==> config.mk <==
export PLATFORM = sky130hd
export DESIGN_NAME = retseq
export DESIGN_NICKNAME = d
export VERILOG_FILES = /design/src/hw/retseq_pkg.sv /design/src/hw/stack_ram.sv /design/src/hw/retseq.sv
export SDC_FILE = /design/constraint.sdc
export NUM_CORES = 2
export LEC_CHECK = 0
export ABC_AREA = 1
export BUFFER_PORTS_ARGS = -buffer_cell sky130_fd_sc_hd__buf_4
export CORE_AREA = 2 2 446 448
export CTS_CLUSTER_SIZE = 14
export DETAILED_ROUTE_END_ITERATION = 12
export DIE_AREA = 0 0 448 450
export GPL_TIMING_DRIVEN = 0
export PLACE_DENSITY = 0.38
export SYNTH_ARGS = -nofsm -noshare
export SYNTH_HDL_FRONTEND = slang
export SYNTH_SLANG_ARGS = --single-unit
==> constraint.sdc <==
create_clock -name CLOCK_I -period 15.45 [get_ports CLOCK_I]
set_input_delay 0 -clock CLOCK_I [delete_from_list [all_inputs] [get_ports CLOCK_I]]
set_output_delay 0 -clock CLOCK_I [all_outputs]
set_load 0.05 [all_outputs]
==> src/hw/retseq_pkg.sv <==
// Constants for the return and table-call sequencer
package retseq_pkg;
	localparam int PC_W        = 13;
	localparam int SP_W        = 8;
	localparam int NIB_W       = 4;
	localparam int DATA_W      = 32;
	localparam logic [SP_W-1:0] SP_RESET  = 8'h00;
	localparam logic [SP_W-1:0] FRAME_ONE = 8'h04;
	localparam logic [SP_W-1:0] FRAME_TWO = 8'h06;
	localparam logic [PC_W-1:0] PC_RESET  = 13'h0000;
	// Machine cycle counts
	localparam logic [2:0] CYC_RET     = 3'h3;
	localparam logic [2:0] CYC_TBL     = 3'h3;
	localparam logic [2:0] CYC_TCALL2  = 3'h4;
	// Bank select value required for port access through a table entry
	localparam logic [3:0] BANK_PORTS  = 4'hF;
	localparam logic [3:0] PCC_FAST    = 4'h3;
	// Register byte addresses
	localparam logic [7:0] A_CTRL   = 8'h00;
	localparam logic [7:0] A_CMD    = 8'h04;
	localparam logic [7:0] A_STACK  = 8'h08;
	localparam logic [7:0] A_TABLE  = 8'h0C;
	localparam logic [7:0] A_STATUS = 8'h10;
	localparam logic [7:0] A_PC     = 8'h14;
	localparam logic [7:0] A_SP     = 8'h18;
	// Command codes
	localparam logic [1:0] CMD_RET   = 2'h0;
	localparam logic [1:0] CMD_RETURN_WITH_SKIP  = 2'h1;
	localparam logic [1:0] CMD_TABLE = 2'h2;
	// Table entry kinds
	localparam logic [1:0] ENT_BRANCH = 2'h0;
	localparam logic [1:0] ENT_CALL   = 2'h1;
	localparam logic [1:0] ENT_OTHER  = 2'h2;
endpackage : retseq_pkg

==> src/hw/stack_ram.sv <==
// Nibble-wide stack memory with one read and one write port
`timescale 1ns/1ns
module stack_ram #(
	parameter int AW = 8
) (
	input  wire logic          clk_i,   // Clock
	input  wire logic          we_i,    // Write enable
	input  wire logic [AW-1:0] waddr_i, // Write address
	input  wire logic [3:0]    wdata_i, // Write nibble
	input  wire logic [AW-1:0] raddr_i, // Read address
	output logic      [3:0]    rdata_o  // Read nibble, combinational
);
	logic [3:0] mem [0:(1<<AW)-1];

	always_ff @(posedge clk_i) begin
		if (we_i) begin
			mem[waddr_i] <= wdata_i;
		end
	end

	assign rdata_o = mem[raddr_i];
endmodule : stack_ram

==> src/hw/retseq.sv <==
// Return, return-with-skip and table-referenced instruction sequencer
//
// Our own choices: the placing of the registers and the APB interface to the registers.
`timescale 1ns/1ns
// Operation
// - Plain return, one byte, three cycles, PC low from SP+2, middle from SP+3, high from SP.
// - First mode return restores bank enables from SP+1, SP grows by 4.
// - Second mode return takes bank enables from SP+4, SP grows by 6.
// - Thirteen-bit PC restores bit 12 from SP+1 bit 0.
// - Return-with-skip restores like return, then always skips next instruction.
// - Table instruction, one byte, three cycles, branch loads PC from table.
// - Table branch target is first byte bits 4..0 (3..0 for a 12-bit PC) joined with second byte.
// - First mode table call pushes PC bits 11..0, SP drops by 4; enables and PC12 go to a one-deep shadow, not the stack.
// - Second mode table call takes four cycles, PC12 at SP-5, SP drops 6.
// - Other table entries execute the held two-byte instruction.
// - Six-nibble frames only in second mode, four-nibble only in first.
module retseq #(
	parameter int PCW = retseq_pkg::PC_W
) (
	input  wire logic        CLOCK_I,   // 125 MHz clock
	input  wire logic        RESETN_I,  // Async reset, active low
	input  wire logic        PSEL_I,    // APB select
	input  wire logic        PENABLE_I, // APB enable
	input  wire logic        PWRITE_I,  // APB direction
	input  wire logic [7:0]  PADDR_I,   // APB byte address
	input  wire logic [31:0] PWDATA_I,  // APB write data
	output logic      [31:0] PRDATA_O,  // APB read data
	output logic             PREADY_O,  // APB ready
	output logic             PSLVERR_O, // APB error on unmapped address
	output logic             BUSY_O,    // Sequence running
	output logic             EXEC_O,    // Pulse: execute held two-byte instruction
	output logic             SKIP_O     // Level: next instruction is skipped
);
	// Only the two program counter widths of the family are served
	if (PCW != 12 && PCW != 13) begin : g_bad_pcw
		$error("PCW must be 12 or 13");
	end

	typedef enum logic [2:0] {
		S_IDLE = 3'b000, S_C1 = 3'b001, S_C2 = 3'b011, S_C3 = 3'b010, S_C4 = 3'b110
	} st_e;

	// ------------------------------------------------------------
	// Registers
	// ------------------------------------------------------------
	st_e         st_r, st_nxt;
	logic        mode2_r, mode2_nxt;
	logic        mbe_r, mbe_nxt, rbe_r, rbe_nxt;
	logic [3:0]  mbs_r, mbs_nxt, pcc_r, pcc_nxt;
	logic [12:0] pc_r, pc_nxt;
	logic [7:0]  sp_r, sp_nxt;
	logic [1:0]  op_r, op_nxt, kind_r, kind_nxt;
	logic [7:0]  tb0_r, tb0_nxt, tb1_r, tb1_nxt;
	logic [2:0]  cyc_r, cyc_nxt, last_r, last_nxt;
	logic        skip_r, skip_nxt, exec_r, exec_nxt, err_r, err_nxt;
	logic [31:0] rd_r, rd_nxt;
	logic        rdy_r, rdy_nxt, slv_r, slv_nxt;
	logic        swe;
	logic [7:0]  swa, sra;
	logic [3:0]  swd, srd;
	logic        cmd_go;
	logic        sw_we;
	logic [3:0]  pop1, pop4;
	logic [3:0]  shadow1_r, shadow1_nxt, shadow4_r, shadow4_nxt;
	logic        busy_r, busy_nxt;
	logic        call_done;
	logic        pc12;

	stack_ram #(.AW(retseq_pkg::SP_W)) u_ram (
		.clk_i  (CLOCK_I),
		.we_i   (swe),
		.waddr_i(swa),
		.wdata_i(swd),
		.raddr_i(sra),
		.rdata_o(srd)
	);

	function automatic logic mapped(input logic [7:0] a);
		mapped = (a == retseq_pkg::A_CTRL) || (a == retseq_pkg::A_CMD)
			|| (a == retseq_pkg::A_STACK) || (a == retseq_pkg::A_TABLE)
			|| (a == retseq_pkg::A_STATUS) || (a == retseq_pkg::A_PC)
			|| (a == retseq_pkg::A_SP);
	endfunction : mapped

	// ------------------------------------------------------------
	// APB decode; one wait state, answer on second access cycle
	// ------------------------------------------------------------
	wire acc = PSEL_I && PENABLE_I && !rdy_r;
	wire wr  = acc && PWRITE_I && mapped(PADDR_I);
	assign cmd_go = wr && (PADDR_I == retseq_pkg::A_CMD) && (st_r == S_IDLE);
	assign sw_we  = wr && (PADDR_I == retseq_pkg::A_STACK) && (st_r == S_IDLE);

	always_comb begin
		rdy_nxt = acc;
		slv_nxt = acc && !mapped(PADDR_I);
		rd_nxt  = 32'h0000_0000;
		if (acc && !PWRITE_I) begin
			unique case (PADDR_I)
				retseq_pkg::A_CTRL:   rd_nxt = {20'h0_0000, pcc_r, mbs_r, 1'b0, rbe_r, mbe_r, mode2_r};
				retseq_pkg::A_TABLE:  rd_nxt = {16'h0000, tb1_r, tb0_r};
				retseq_pkg::A_STATUS: rd_nxt = {27'h000_0000, err_r, exec_r, skip_r, st_r != S_IDLE, 1'b0};
				retseq_pkg::A_PC:     rd_nxt = {19'h0_0000, pc_r};
				retseq_pkg::A_SP:     rd_nxt = {24'h00_0000, sp_r};
				retseq_pkg::A_STACK:  rd_nxt = {28'h000_0000, srd};
				default:              rd_nxt = 32'h0000_0000;
			endcase
		end
	end

	// ------------------------------------------------------------
	// Sequencer
	// ------------------------------------------------------------
	always_comb begin
		st_nxt = st_r;   mode2_nxt = mode2_r; mbe_nxt = mbe_r; rbe_nxt = rbe_r;
		mbs_nxt = mbs_r; pcc_nxt = pcc_r;     pc_nxt = pc_r;   sp_nxt = sp_r;
		op_nxt = op_r;   kind_nxt = kind_r;   tb0_nxt = tb0_r; tb1_nxt = tb1_r;
		cyc_nxt = cyc_r; last_nxt = last_r;   skip_nxt = skip_r;
		exec_nxt = 1'b0; err_nxt = err_r;
		swe = 1'b0; swa = sp_r; swd = 4'h0; sra = PADDR_I[7:0];
		pop1 = 4'h0; pop4 = 4'h0;
		if (sw_we) begin
			swe = 1'b1;
			swa = PWDATA_I[15:8];
			swd = PWDATA_I[3:0];
		end
		if (wr && st_r == S_IDLE) begin
			unique case (PADDR_I)
				retseq_pkg::A_CTRL: begin
					mode2_nxt = PWDATA_I[0];
					mbe_nxt   = PWDATA_I[1];
					rbe_nxt   = PWDATA_I[2];
					mbs_nxt   = PWDATA_I[7:4];
					pcc_nxt   = PWDATA_I[11:8];
				end
				retseq_pkg::A_TABLE: begin
					tb0_nxt  = PWDATA_I[7:0];
					tb1_nxt  = PWDATA_I[15:8];
					kind_nxt = PWDATA_I[17:16];
				end
				retseq_pkg::A_PC: pc_nxt = PWDATA_I[12:0];
				retseq_pkg::A_SP: sp_nxt = PWDATA_I[7:0];
				default: ;
			endcase
		end
		if (cmd_go) begin
			op_nxt   = PWDATA_I[1:0];
			skip_nxt = 1'b0;
			cyc_nxt  = 3'h1;
			st_nxt   = S_C1;
			err_nxt  = (PWDATA_I[1:0] == retseq_pkg::CMD_TABLE)
				&& (kind_r == retseq_pkg::ENT_OTHER) && (mbs_r != retseq_pkg::BANK_PORTS);
			if (PWDATA_I[1:0] == retseq_pkg::CMD_TABLE && kind_r == retseq_pkg::ENT_CALL && mode2_r)
				last_nxt = retseq_pkg::CYC_TCALL2;
			else if (PWDATA_I[1:0] == retseq_pkg::CMD_TABLE)
				last_nxt = retseq_pkg::CYC_TBL;
			else
				last_nxt = retseq_pkg::CYC_RET;
		end
		if (st_r != S_IDLE) begin
			cyc_nxt = cyc_r + 3'h1;
			unique case (st_r)
				S_C1: st_nxt = S_C2;
				S_C2: st_nxt = S_C3;
				S_C3: st_nxt = (last_r == retseq_pkg::CYC_TCALL2) ? S_C4 : S_IDLE;
				S_C4: st_nxt = S_IDLE;
				default: st_nxt = S_IDLE;
			endcase
			if (op_r != retseq_pkg::CMD_TABLE) begin
				// One nibble per cycle: low, middle, then high together with the flag nibbles
				unique case (st_r)
					S_C1: begin sra = sp_r + 8'h02; pc_nxt[3:0] = srd; end
					S_C2: begin sra = sp_r + 8'h03; pc_nxt[7:4] = srd; end
					default: begin
						sra = sp_r;
						pc_nxt[11:8] = srd;
						pop1 = shadow1_r;
						pop4 = shadow4_r;
						if (mode2_r) begin
							{mbe_nxt, rbe_nxt} = pop4[1:0];
							sp_nxt = sp_r + retseq_pkg::FRAME_TWO;
						end else begin
							{mbe_nxt, rbe_nxt} = pop1[3:2];
							sp_nxt = sp_r + retseq_pkg::FRAME_ONE;
						end
						if (PCW == 13) pc_nxt[12] = pop1[0];
						skip_nxt = (op_r == retseq_pkg::CMD_RETURN_WITH_SKIP);
						st_nxt = S_IDLE;
					end
				endcase
			end else if (kind_r == retseq_pkg::ENT_CALL) begin
				// Push one nibble per cycle, finish on the last one
				swe = 1'b1;
				unique case (st_r)
					S_C1: begin
						swa = mode2_r ? sp_r - 8'h06 : sp_r - 8'h04;
						swd = pc_r[11:8];
					end
					S_C2: begin
						swa = mode2_r ? sp_r - 8'h03 : sp_r - 8'h01;
						swd = pc_r[7:4];
					end
					S_C3: begin
						swa = mode2_r ? sp_r - 8'h04 : sp_r - 8'h02;
						swd = pc_r[3:0];
					end
					default: begin
						swa = sp_r - 8'h05;
						swd = {3'h0, pc12};
					end
				endcase
				if (st_nxt == S_IDLE) begin
					sp_nxt = mode2_r ? sp_r - retseq_pkg::FRAME_TWO : sp_r - retseq_pkg::FRAME_ONE;
					pc_nxt = (PCW == 13) ? {tb0_r[4:0], tb1_r} : {1'b0, tb0_r[3:0], tb1_r};
				end
			end else if (st_nxt == S_IDLE) begin
				if (kind_r == retseq_pkg::ENT_BRANCH)
					pc_nxt = (PCW == 13) ? {tb0_r[4:0], tb1_r} : {1'b0, tb0_r[3:0], tb1_r};
				else
					exec_nxt = 1'b1;
			end
		end
		busy_nxt = (st_nxt != S_IDLE);
	end

	// Second read port is not free, so flag nibbles come from a small shadow
	assign pc12      = (PCW == 13) ? pc_r[12] : 1'b0;
	assign call_done = (st_r != S_IDLE) && (op_r == retseq_pkg::CMD_TABLE)
		&& (kind_r == retseq_pkg::ENT_CALL) && (st_nxt == S_IDLE);

	// A call keeps its flag nibbles in the shadows; only the second mode PC12 nibble also goes to the stack; one nesting level deep
	always_comb begin
		shadow1_nxt = shadow1_r;
		shadow4_nxt = shadow4_r;
		if (sw_we && PWDATA_I[15:8] == sp_r + 8'h01) shadow1_nxt = PWDATA_I[3:0];
		if (sw_we && PWDATA_I[15:8] == sp_r + 8'h04) shadow4_nxt = PWDATA_I[3:0];
		if (call_done && mode2_r) begin
			shadow1_nxt = {3'h0, pc12};
			shadow4_nxt = {2'h0, mbe_r, rbe_r};
		end else if (call_done) begin
			shadow1_nxt = {mbe_r, rbe_r, 1'b0, pc12};
		end
	end

	always_ff @(posedge CLOCK_I or negedge RESETN_I) begin
		if (!RESETN_I) begin
			st_r <= S_IDLE; mode2_r <= 1'b0; mbe_r <= 1'b0; rbe_r <= 1'b0;
			mbs_r <= 4'h0; pcc_r <= 4'h0; pc_r <= retseq_pkg::PC_RESET;
			sp_r <= retseq_pkg::SP_RESET; op_r <= 2'h0; kind_r <= 2'h0;
			tb0_r <= 8'h00; tb1_r <= 8'h00; cyc_r <= 3'h0; last_r <= 3'h0;
			skip_r <= 1'b0; exec_r <= 1'b0; err_r <= 1'b0;
			rd_r <= 32'h0000_0000; rdy_r <= 1'b0; slv_r <= 1'b0;
			shadow1_r <= 4'h0; shadow4_r <= 4'h0;
			busy_r <= 1'b0;
		end else begin
			st_r <= st_nxt; mode2_r <= mode2_nxt; mbe_r <= mbe_nxt; rbe_r <= rbe_nxt;
			mbs_r <= mbs_nxt; pcc_r <= pcc_nxt; pc_r <= pc_nxt;
			sp_r <= sp_nxt; op_r <= op_nxt; kind_r <= kind_nxt;
			tb0_r <= tb0_nxt; tb1_r <= tb1_nxt; cyc_r <= cyc_nxt; last_r <= last_nxt;
			skip_r <= skip_nxt; exec_r <= exec_nxt; err_r <= err_nxt;
			rd_r <= rd_nxt; rdy_r <= rdy_nxt; slv_r <= slv_nxt;
			shadow1_r <= shadow1_nxt; shadow4_r <= shadow4_nxt;
			busy_r <= busy_nxt;
		end
	end

	// Skip is only an indication; the fetch unit advances PC past it
	assign SKIP_O    = skip_r;
	assign EXEC_O    = exec_r;
	assign BUSY_O    = busy_r;
	assign PRDATA_O  = rd_r;
	assign PREADY_O  = rdy_r;
	assign PSLVERR_O = slv_r;

	// ------------------------------------------------------------
	// Checks
	// ------------------------------------------------------------
	property p_ret_len;
		@(posedge CLOCK_I) disable iff (!RESETN_I)
		(cmd_go && PWDATA_I[1:0] == retseq_pkg::CMD_RET) |-> ##4 (st_r == S_IDLE);
	endproperty
	a_ret_len: assert property (p_ret_len) else $error("return not three cycles");
	property p_sp1;
		@(posedge CLOCK_I) disable iff (!RESETN_I)
		(st_r == S_C3 && op_r != retseq_pkg::CMD_TABLE && !mode2_r)
			|=> (sp_r == $past(sp_r) + retseq_pkg::FRAME_ONE);
	endproperty
	a_sp1: assert property (p_sp1) else $error("first mode pop size wrong");
	property p_sp2;
		@(posedge CLOCK_I) disable iff (!RESETN_I)
		(st_r == S_C3 && op_r != retseq_pkg::CMD_TABLE && mode2_r)
			|=> (sp_r == $past(sp_r) + retseq_pkg::FRAME_TWO);
	endproperty
	a_sp2: assert property (p_sp2) else $error("second mode pop size wrong");
	property p_skip;
		@(posedge CLOCK_I) disable iff (!RESETN_I)
		(cmd_go && PWDATA_I[1:0] == retseq_pkg::CMD_RETURN_WITH_SKIP) |-> ##4 skip_r;
	endproperty
	a_skip: assert property (p_skip) else $error("skip not set");
	property p_tcall2;
		@(posedge CLOCK_I) disable iff (!RESETN_I)
		(cmd_go && PWDATA_I[1:0] == retseq_pkg::CMD_TABLE && kind_r == retseq_pkg::ENT_CALL
			&& mode2_r) |-> ##4 (st_r == S_C4) ##1 (st_r == S_IDLE);
	endproperty
	a_tcall2: assert property (p_tcall2) else $error("second mode call not four cycles");
	property p_exec;
		@(posedge CLOCK_I) disable iff (!RESETN_I)
		exec_r |-> ($past(kind_r) == retseq_pkg::ENT_OTHER && st_r == S_IDLE);
	endproperty
	a_exec: assert property (p_exec) else $error("exec without other entry");
	property p_call_sp1;
		@(posedge CLOCK_I) disable iff (!RESETN_I)
		(call_done && !mode2_r) |=> (sp_r == $past(sp_r) - retseq_pkg::FRAME_ONE);
	endproperty
	a_call_sp1: assert property (p_call_sp1) else $error("first mode push size wrong");
	property p_cyc;
		@(posedge CLOCK_I) disable iff (!RESETN_I)
		(st_r != S_IDLE) |-> (cyc_r <= last_r);
	endproperty
	a_cyc: assert property (p_cyc) else $error("sequence ran past its cycle count");
	c_return_with_skip: cover property (@(posedge CLOCK_I) disable iff (!RESETN_I) $rose(skip_r));
	c_exec: cover property (@(posedge CLOCK_I) disable iff (!RESETN_I) exec_r);
	c_c4:   cover property (@(posedge CLOCK_I) disable iff (!RESETN_I) st_r == S_C4);
endmodule : retseq

After elaboration in Yosys (flattened, before gate mapping)
Memory sizes are Yosys's and may differ from the RTL's.
Cells that the tools add are included.
{"block": "word_totals", "input_bits": 45, "mem_bits_ro": 0, "ramBits": 1024, "word_cells": 172, "mem_count": 1, "output_inout_bits": 37, "regBits": 102, "latch_bits": 0}
{"block": "classes", "n_eq_ne": 19, "mux": 77, "reduce_logical": 42, "n_addsub": 11, "shifts": 0, "bitwise": 0, "magnitude_cmp": 0, "n_mul": 0, "div_mod_pow": 0}
{"name": "u_ram.mem", "words": 256, "word_bits": 4, "rd": 1, "rd_clocked_by_memory_dff": 0, "write_ports": 1, "line_no": "stack_ram.sv:13", "rtl": "logic [3:0] mem [0:(1<<AW)-1];"}
{"op": "2-to-1 mux 8 bit", "count": 17}
{"op": "2-to-1 mux 13 bit", "count": 8}
{"op": "one-hot mux 16 bit (6 select lines)", "count": 1}
{"op": "2-to-1 mux 4 bit", "count": 9}
{"op": "2-to-1 mux 1 bit", "count": 27}
{"op": "== test 8 x 5 -> 1 bit (second input constant)", "count": 3}
{"op": "one-hot mux 8 bit (3 select lines)", "count": 1}
{"op": "subtractor 8 x 3 -> 8 bit (second input constant)", "count": 3}
{"op": "logical AND 1 bit", "count": 21}
{"op": "2-to-1 mux 3 bit", "count": 7}
{"op": "adder 8 x 2 -> 8 bit (second input constant)", "count": 2}
{"op": "adder 8 x 3 -> 8 bit (second input constant)", "count": 2}
{"op": "== test 8 x 4 -> 1 bit (second input constant)", "count": 2}
{"op": "== test 8 bit", "count": 2}
{"op": "2-to-1 mux 16 bit", "count": 1}
{"op": "one-hot mux 8 bit (2 select lines)", "count": 1}
{"op": "subtractor 8 x 2 -> 8 bit (second input constant)", "count": 2}
{"op": "one-hot mux 4 bit (3 select lines)", "count": 1}
{"op": "logical NOT 3 bit", "count": 3}
{"op": "one-hot mux 3 bit (3 select lines)", "count": 1}
{"op": "nonzero test 3 bit", "count": 3}
{"op": "adder 8 x 1 -> 8 bit (second input constant)", "count": 1}
{"op": "== test 8 x 3 -> 1 bit (second input constant)", "count": 1}
{"op": "logical NOT 8 bit", "count": 1}
{"op": "16 further kinds", "count": 29}

Depth between registers and ports, before layout
{"block": "depth", "depth_word": 16, "depth_mapped": 21, "mapped_depth_nobuf": 19}

By module
A second synthesis with hierarchy kept.
{"block": "hier_totals", "hier_cells": 4657, "area_unflattened_um2": 49107.1}
{"mod": "stack_ram", "seq_area_each_um2": 30749.5, "cells_each": 3716, "n_inst": 1, "area_per_inst_um2": 42744.7}
{"mod": "retseq", "seq_area_each_um2": 2102.0, "cells_each": 941, "n_inst": 1, "area_per_inst_um2": 6362.4}

Worst setup path before layout
Ideal clock, no wire load.
{"block": "synth_timing", "path_type": "register to register", "startpoint": "register st_r[1]", "endpoint": "memory u_ram.mem[0][2], data pin", "n_path_buf": 2, "slack_ns": 1.924, "required_ns": 13.262, "setup_ns": 2.188, "arrival_ns": 11.337, "stages_incl_launch_ff": 10, "path_cell_list": "dfrtp_1 buf_2 nor2_2 nand2_2 clkbuf_1 nor2_1 nand2_2 nor2_4 inv_2 o21ai_0"}
{"block": "synth_between", "elab_chain_cells": 6}
{"item": "from (decl)", "line_no": "retseq.sv:46", "rtl": "st_e st_r, st_nxt;"}
{"item": "from (signal assigned)", "line_no": "retseq.sv:255", "rtl": "st_r <= st_nxt; mode2_r <= mode2_nxt; mbe_r <= mbe_nxt; rbe_r <= rbe_nxt;"}
{"item": "parallel branches: the longest is 5 deep, another holds one-hot mux 4 bit (3 select lines)"}
{"item": "2-to-1 mux 4 bit *", "line_no": "retseq.sv:159", "rtl": "if (st_r != S_IDLE) begin"}
{"item": "net swd[2]", "line_no": "retseq.sv:60", "rtl": "logic [3:0] swd, srd;"}
{"item": "to (decl)", "line_no": "stack_ram.sv:13"}
Mark *: on every way through the listed nets, which the timed path passes.

Final worst setup path
{"block": "layout_timing", "startpoint": "register sp_r[1]", "endpoint": "register rd_r[2] (netlist: PRDATA_O[2])"}
{"block": "layout_between", "elab_chain_cells": 7}
{"item": "from (decl)", "line_no": "retseq.sv:51", "rtl": "logic [7:0] sp_r, sp_nxt;"}
{"item": "from (signal assigned)", "line_no": "retseq.sv:257", "rtl": "sp_r <= sp_nxt; op_r <= op_nxt; kind_r <= kind_nxt;"}
{"item": "adder 8 x 2 -> 8 bit, on equally long branches", "line_no": "retseq.sv:172, retseq.sv:171"}
{"item": "one-hot mux 8 bit (2 select lines) *", "line_no": "retseq.sv:170", "rtl": "unique case (st_r)"}
{"item": "2-to-1 mux 8 bit *", "line_no": "retseq.sv:168", "rtl": "if (op_r != retseq_pkg::CMD_TABLE) begin"}
{"item": "2-to-1 mux 8 bit *", "line_no": "retseq.sv:159"}
{"item": "memory read (256 x 4 bit) *"}
{"item": "one-hot mux 16 bit (6 select lines) *", "line_no": "retseq.sv:98", "rtl": "unique case (PADDR_I)"}
{"item": "2-to-1 mux 16 bit *", "line_no": "retseq.sv:97", "rtl": "if (acc && !PWRITE_I) begin"}
{"item": "net rd_nxt[2]", "line_no": "retseq.sv:56", "rtl": "logic [31:0] rd_r, rd_nxt;"}
{"item": "to (signal assigned)", "line_no": "retseq.sv:260", "rtl": "rd_r <= rd_nxt; rdy_r <= rdy_nxt; slv_r <= slv_nxt;"}
{"item": "to (decl)", "line_no": "retseq.sv:56"}
The timed path passes the listed nets; every way through them passes the cells marked *.
A chain may end at the register's enable or synchronous reset.

==> results.yml <==
global_routing:
  antenna_found_initial: 6
  grt-ovfl-total: 0
  grt_usage_pct: 23.04
  grt_pass1_wl_um: 318600
  grt_max_degree: 53
  grt_pass1_vias: 37300
sta:
  slew-limit-headroom_pct: 2.163
  rsz0062_at_grt: "no"
  fin_crit_ps: 6801
  setup_tns_ps: 0
  max_freq_mhz: 147.0
  finalHoldViolCount: 0
  fin_skew_ps: 41.32
  finalMaxSlewViolations: 0
  final-setup-viol-count: 0
  finalCritPeriodShare_pct: 44.02
  setup_ws_ps: 8649
  worst_pin_slew_ps: 1468
worst_hold_path:
  min_path_type: "in2reg"
floorplanning:
  io_pins: 82
  die_area_mm2: 0.2016
  core_region_area_mm2: 0.1966
  fp.dieW_um: 448
  initial_core_util_pct: 24.90
  placementRows: 163
  die_height_um: 450
clock_network:
  path_clk_slew_ps: 60
  ctsResizeCount: 0
  cts-root-buf: "clkbuf_16"
  cts_tree: "done"
  clk_latency_ps: 800
  htree_levels: 4
  cts_buffer_depth: 3
  clock_sinks: 1108
  numCtsBuffers: 138
setup_path:
  rrSetupSlack_ps: 8650
  critical_path_class: "reg2reg"
  critPathMaxStageDelay_ps: 1050
  cp-start-kind: "flop"
  r2r_cells: 17
  path_cells: "buf_2 -> clkinv_1 -> ha_1 -> nand4_1 -> nand2_1 -> o21ai_1 -> clkbuf_1 -> clkbuf_1 -> nand3_1 -> nand3_1 -> nand3_1 -> nand3_1 -> nand3_1 -> nand3_1 -> nand3_1 -> nand3_1 -> a21oi_1"
  r2r-start: "sp_r[1]"
  path_buf_inv: 4
  cp.required_ps: 16030
  startpoint: "sp_r[1]"
  timing.rr.end: "PRDATA_O[2]"
  crit_family: "buffers and inverters"
  endpoint: "PRDATA_O[2]"
  crit_path_top_delay_cell: "clkbuf_1"
  worstSetupEndpointType: "flop"
  arrival_ps: 7380
  worstPathMaxFanout: 11
  crit_top_cell: "nand3_1"
  path_depth: 17
power:
  leakage_nw: 20.41
  p_per_area_mw_per_mm2: 117.7
  peakVddDrop_mv: 0.09666
  finalPower_mw: 6.874
placement:
  dpl.hpwl_um: 168100
  numPortBuffers: 51
  dp_slack_ps: 8943
  place_area_mm2: 0.05362
  gp_congestion: 0.9285
job:
  cap_viol_max_count: 0
logic_synthesis:
  syn_area_per_cell_um2: 10.74
  netlist_top_cells_area: "edfxtp_1, nand3_1, nand2_1"
  ys_warn_count: 0
  synth-main-ff-cell: "edfxtp_1"
  synthArstFlopShare_pct: 7.581
  netlist_area_mm2: 0.04895
  yosys.area.top_type: "edfxtp_1"
  synth.ff_latch_count: 1108
  synthCells: 4558
  yosysSeqAreaShare_pct: 67.12
  synth_edf_count: 1024
  synth_top_area_share_pct: 62.82
  yosysUniqueCellTypes: 48
finish:
  final_area_mm2: 0.05843
  syn_to_final_growth_pct: 19.37
  layout.nets: 4906
  drive_above_1_share_pct: 10.51
drt:
  vias: 39200
  viasPerCell: 5.154
  wl_um: 237400
  antenna_left: 0
  wire_per_inst_um: 31.21
  drc: 0
  drtIter0Drc: 4877
  drt_first_pass_iters: 5
run_status:
  outcome: "finished, final reports clean"
-- worst min path at each step --
stage / start / to / slack, ps / cells past startpoint
after floorplan: RESETN_I / BUSY_O / -300 / 0
after global placement: PWDATA_I[17] / kind_r[1] / 230 / 2
after detailed placement: PWDATA_I[16] / kind_r[0] / 240 / 2
after CTS: PWDATA_I[12] / pc_r[12] / 30 / 4
after global routing: PWDATA_I[14] / tb1_r[6] / 80 / 3
final: PWDATA_I[12] / pc_r[12] / 80 / 4
-- cells in the mapped netlist, drive strengths merged (14+ instances only) --
master,instances
nand2,772
dfrtp,84
buf,225
clkbuf,129
xor2,21
o21ai,132
inv,118
nor2,347
a21oi,24
o211ai,14
edfxtp,1024
nand3,1558
-- area by class of cell --
| type | count | area (um^2) |
|---|---|---|
| fillers | 20570 | 138200 |
| flip-flops and latches | 1108 | 32850 |
| multi-input cells | 2987 | 14130 |
| clock buffers | 172 | 3591 |
| well taps | 2640 | 3303 |
| repair buffers | 134 | 1693 |
| plain buffers | 354 | 1618 |
| clock inverters | 79 | 750.7 |
| inverters | 124 | 465.4 |
| diodes | 8 | 20.02 |
-- placed cells by master (no fill, tap or decap), types with 7 or more instances in the layout --
cell type,netlist,layout
diode_2,0,8
a221oi_1,9,9
edfxtp_1,1024,1024
buf_12,0,28
a21oi_1,24,24
clkbuf_16,0,138
buf_16,0,11
dfrtp_1,84,84
a31oi_1,12,11
ha_1,13,13
inv_1,104,104
nor2_1,340,340
o221ai_1,12,12
o22ai_1,8,8
o21ai_0,115,111
inv_2,14,14
clkbuf_1,129,161
o21ai_1,16,15
o211ai_1,14,14
dlygate4sd3_1,0,42
buf_1,32,32
clkinv_1,6,36
nand3_1,1557,1557
buf_2,176,176
conb_1,1,16
nand2_1,765,765
clkinv_2,0,20
xor2_1,21,21
xnor2_1,7,7
nand2_2,7,7
buf_4,16,67
-- sequential cells by signal (all words and copies together), names as in the netlist, 2 cells and up --
name	flops
tb0_r	8
shadow1_r	3
PRDATA_O	16
u_ram.mem	1024
pc_r	13
shadow4_r	2
tb1_r	8
st_r	3
pcc_r	4
kind_r	2
last_r	2
op_r	2
sp_r	8
mbs_r	4
-- power by group --
| group | total, mW | internal (mW) | switching [mW] |
|---|---|---|---|
| registers | 3.23 | 3.23 | 0.00204 |
| logic | 0.467 | 0.112 | 0.355 |
| clock network | 3.17 | 1.78 | 1.40 |
-- metrics by stage --
stage / std cells / hold WS (ps) / util (%)
finish: 7606 / 84.23 / 29.72
global route: 7599 / 77.90 / 29.71
CTS: 7598 / 25.03 / 29.71
detailed placement: 7304 / 241.7 / 27.27
global placement: 7264 / 234.8 / 26.80
floorplan: 4573 / -295.6 / -
-- kinds of logic (layout without fill, tap and decap cells) --
group	after synthesis	in the layout	synth area share [%]
buffers and inverters	478	863	4.254
adders and majority gates	14	14	0.3732
muxes	3	3	0.06902
other	1	24	0.007662
DFF	1108	1108	67.12
xor gates and xnor gates	28	28	0.5010
and+or+nand+nor	2696	2696	24.88
AOI/OAI and AO/OA	230	230	2.797
-- worst register-to-register path, stage by stage, from the launching register on --
cell	delay, ps
dfrtp_1	480
buf_2	270
clkinv_1	440
ha_1	530
nand4_1	120
nand2_1	80
o21ai_1	520
clkbuf_1	1050
clkbuf_1	1030
nand3_1	350
nand3_1	180
nand3_1	210
nand3_1	160
nand3_1	90
nand3_1	400
nand3_1	300
nand3_1	200
a21oi_1	170
-- repair_timing --
item	CTS	global route
buffers inserted	0	0
hold endpoints to repair	190	0
hold buffers	43	0
-- metal layers --
metal / up-vias / wire [um] / global-route usage (%)
li1: 16970 / - / -
met1: 20170 / 101300 / 31.34
met2: 1750 / 109300 / 36.30
met3: 312 / 18610 / 4.716
met4: 0 / 8097 / 7.976
met5: - / 0 / 0
Power figures use the tool's default switching activity.
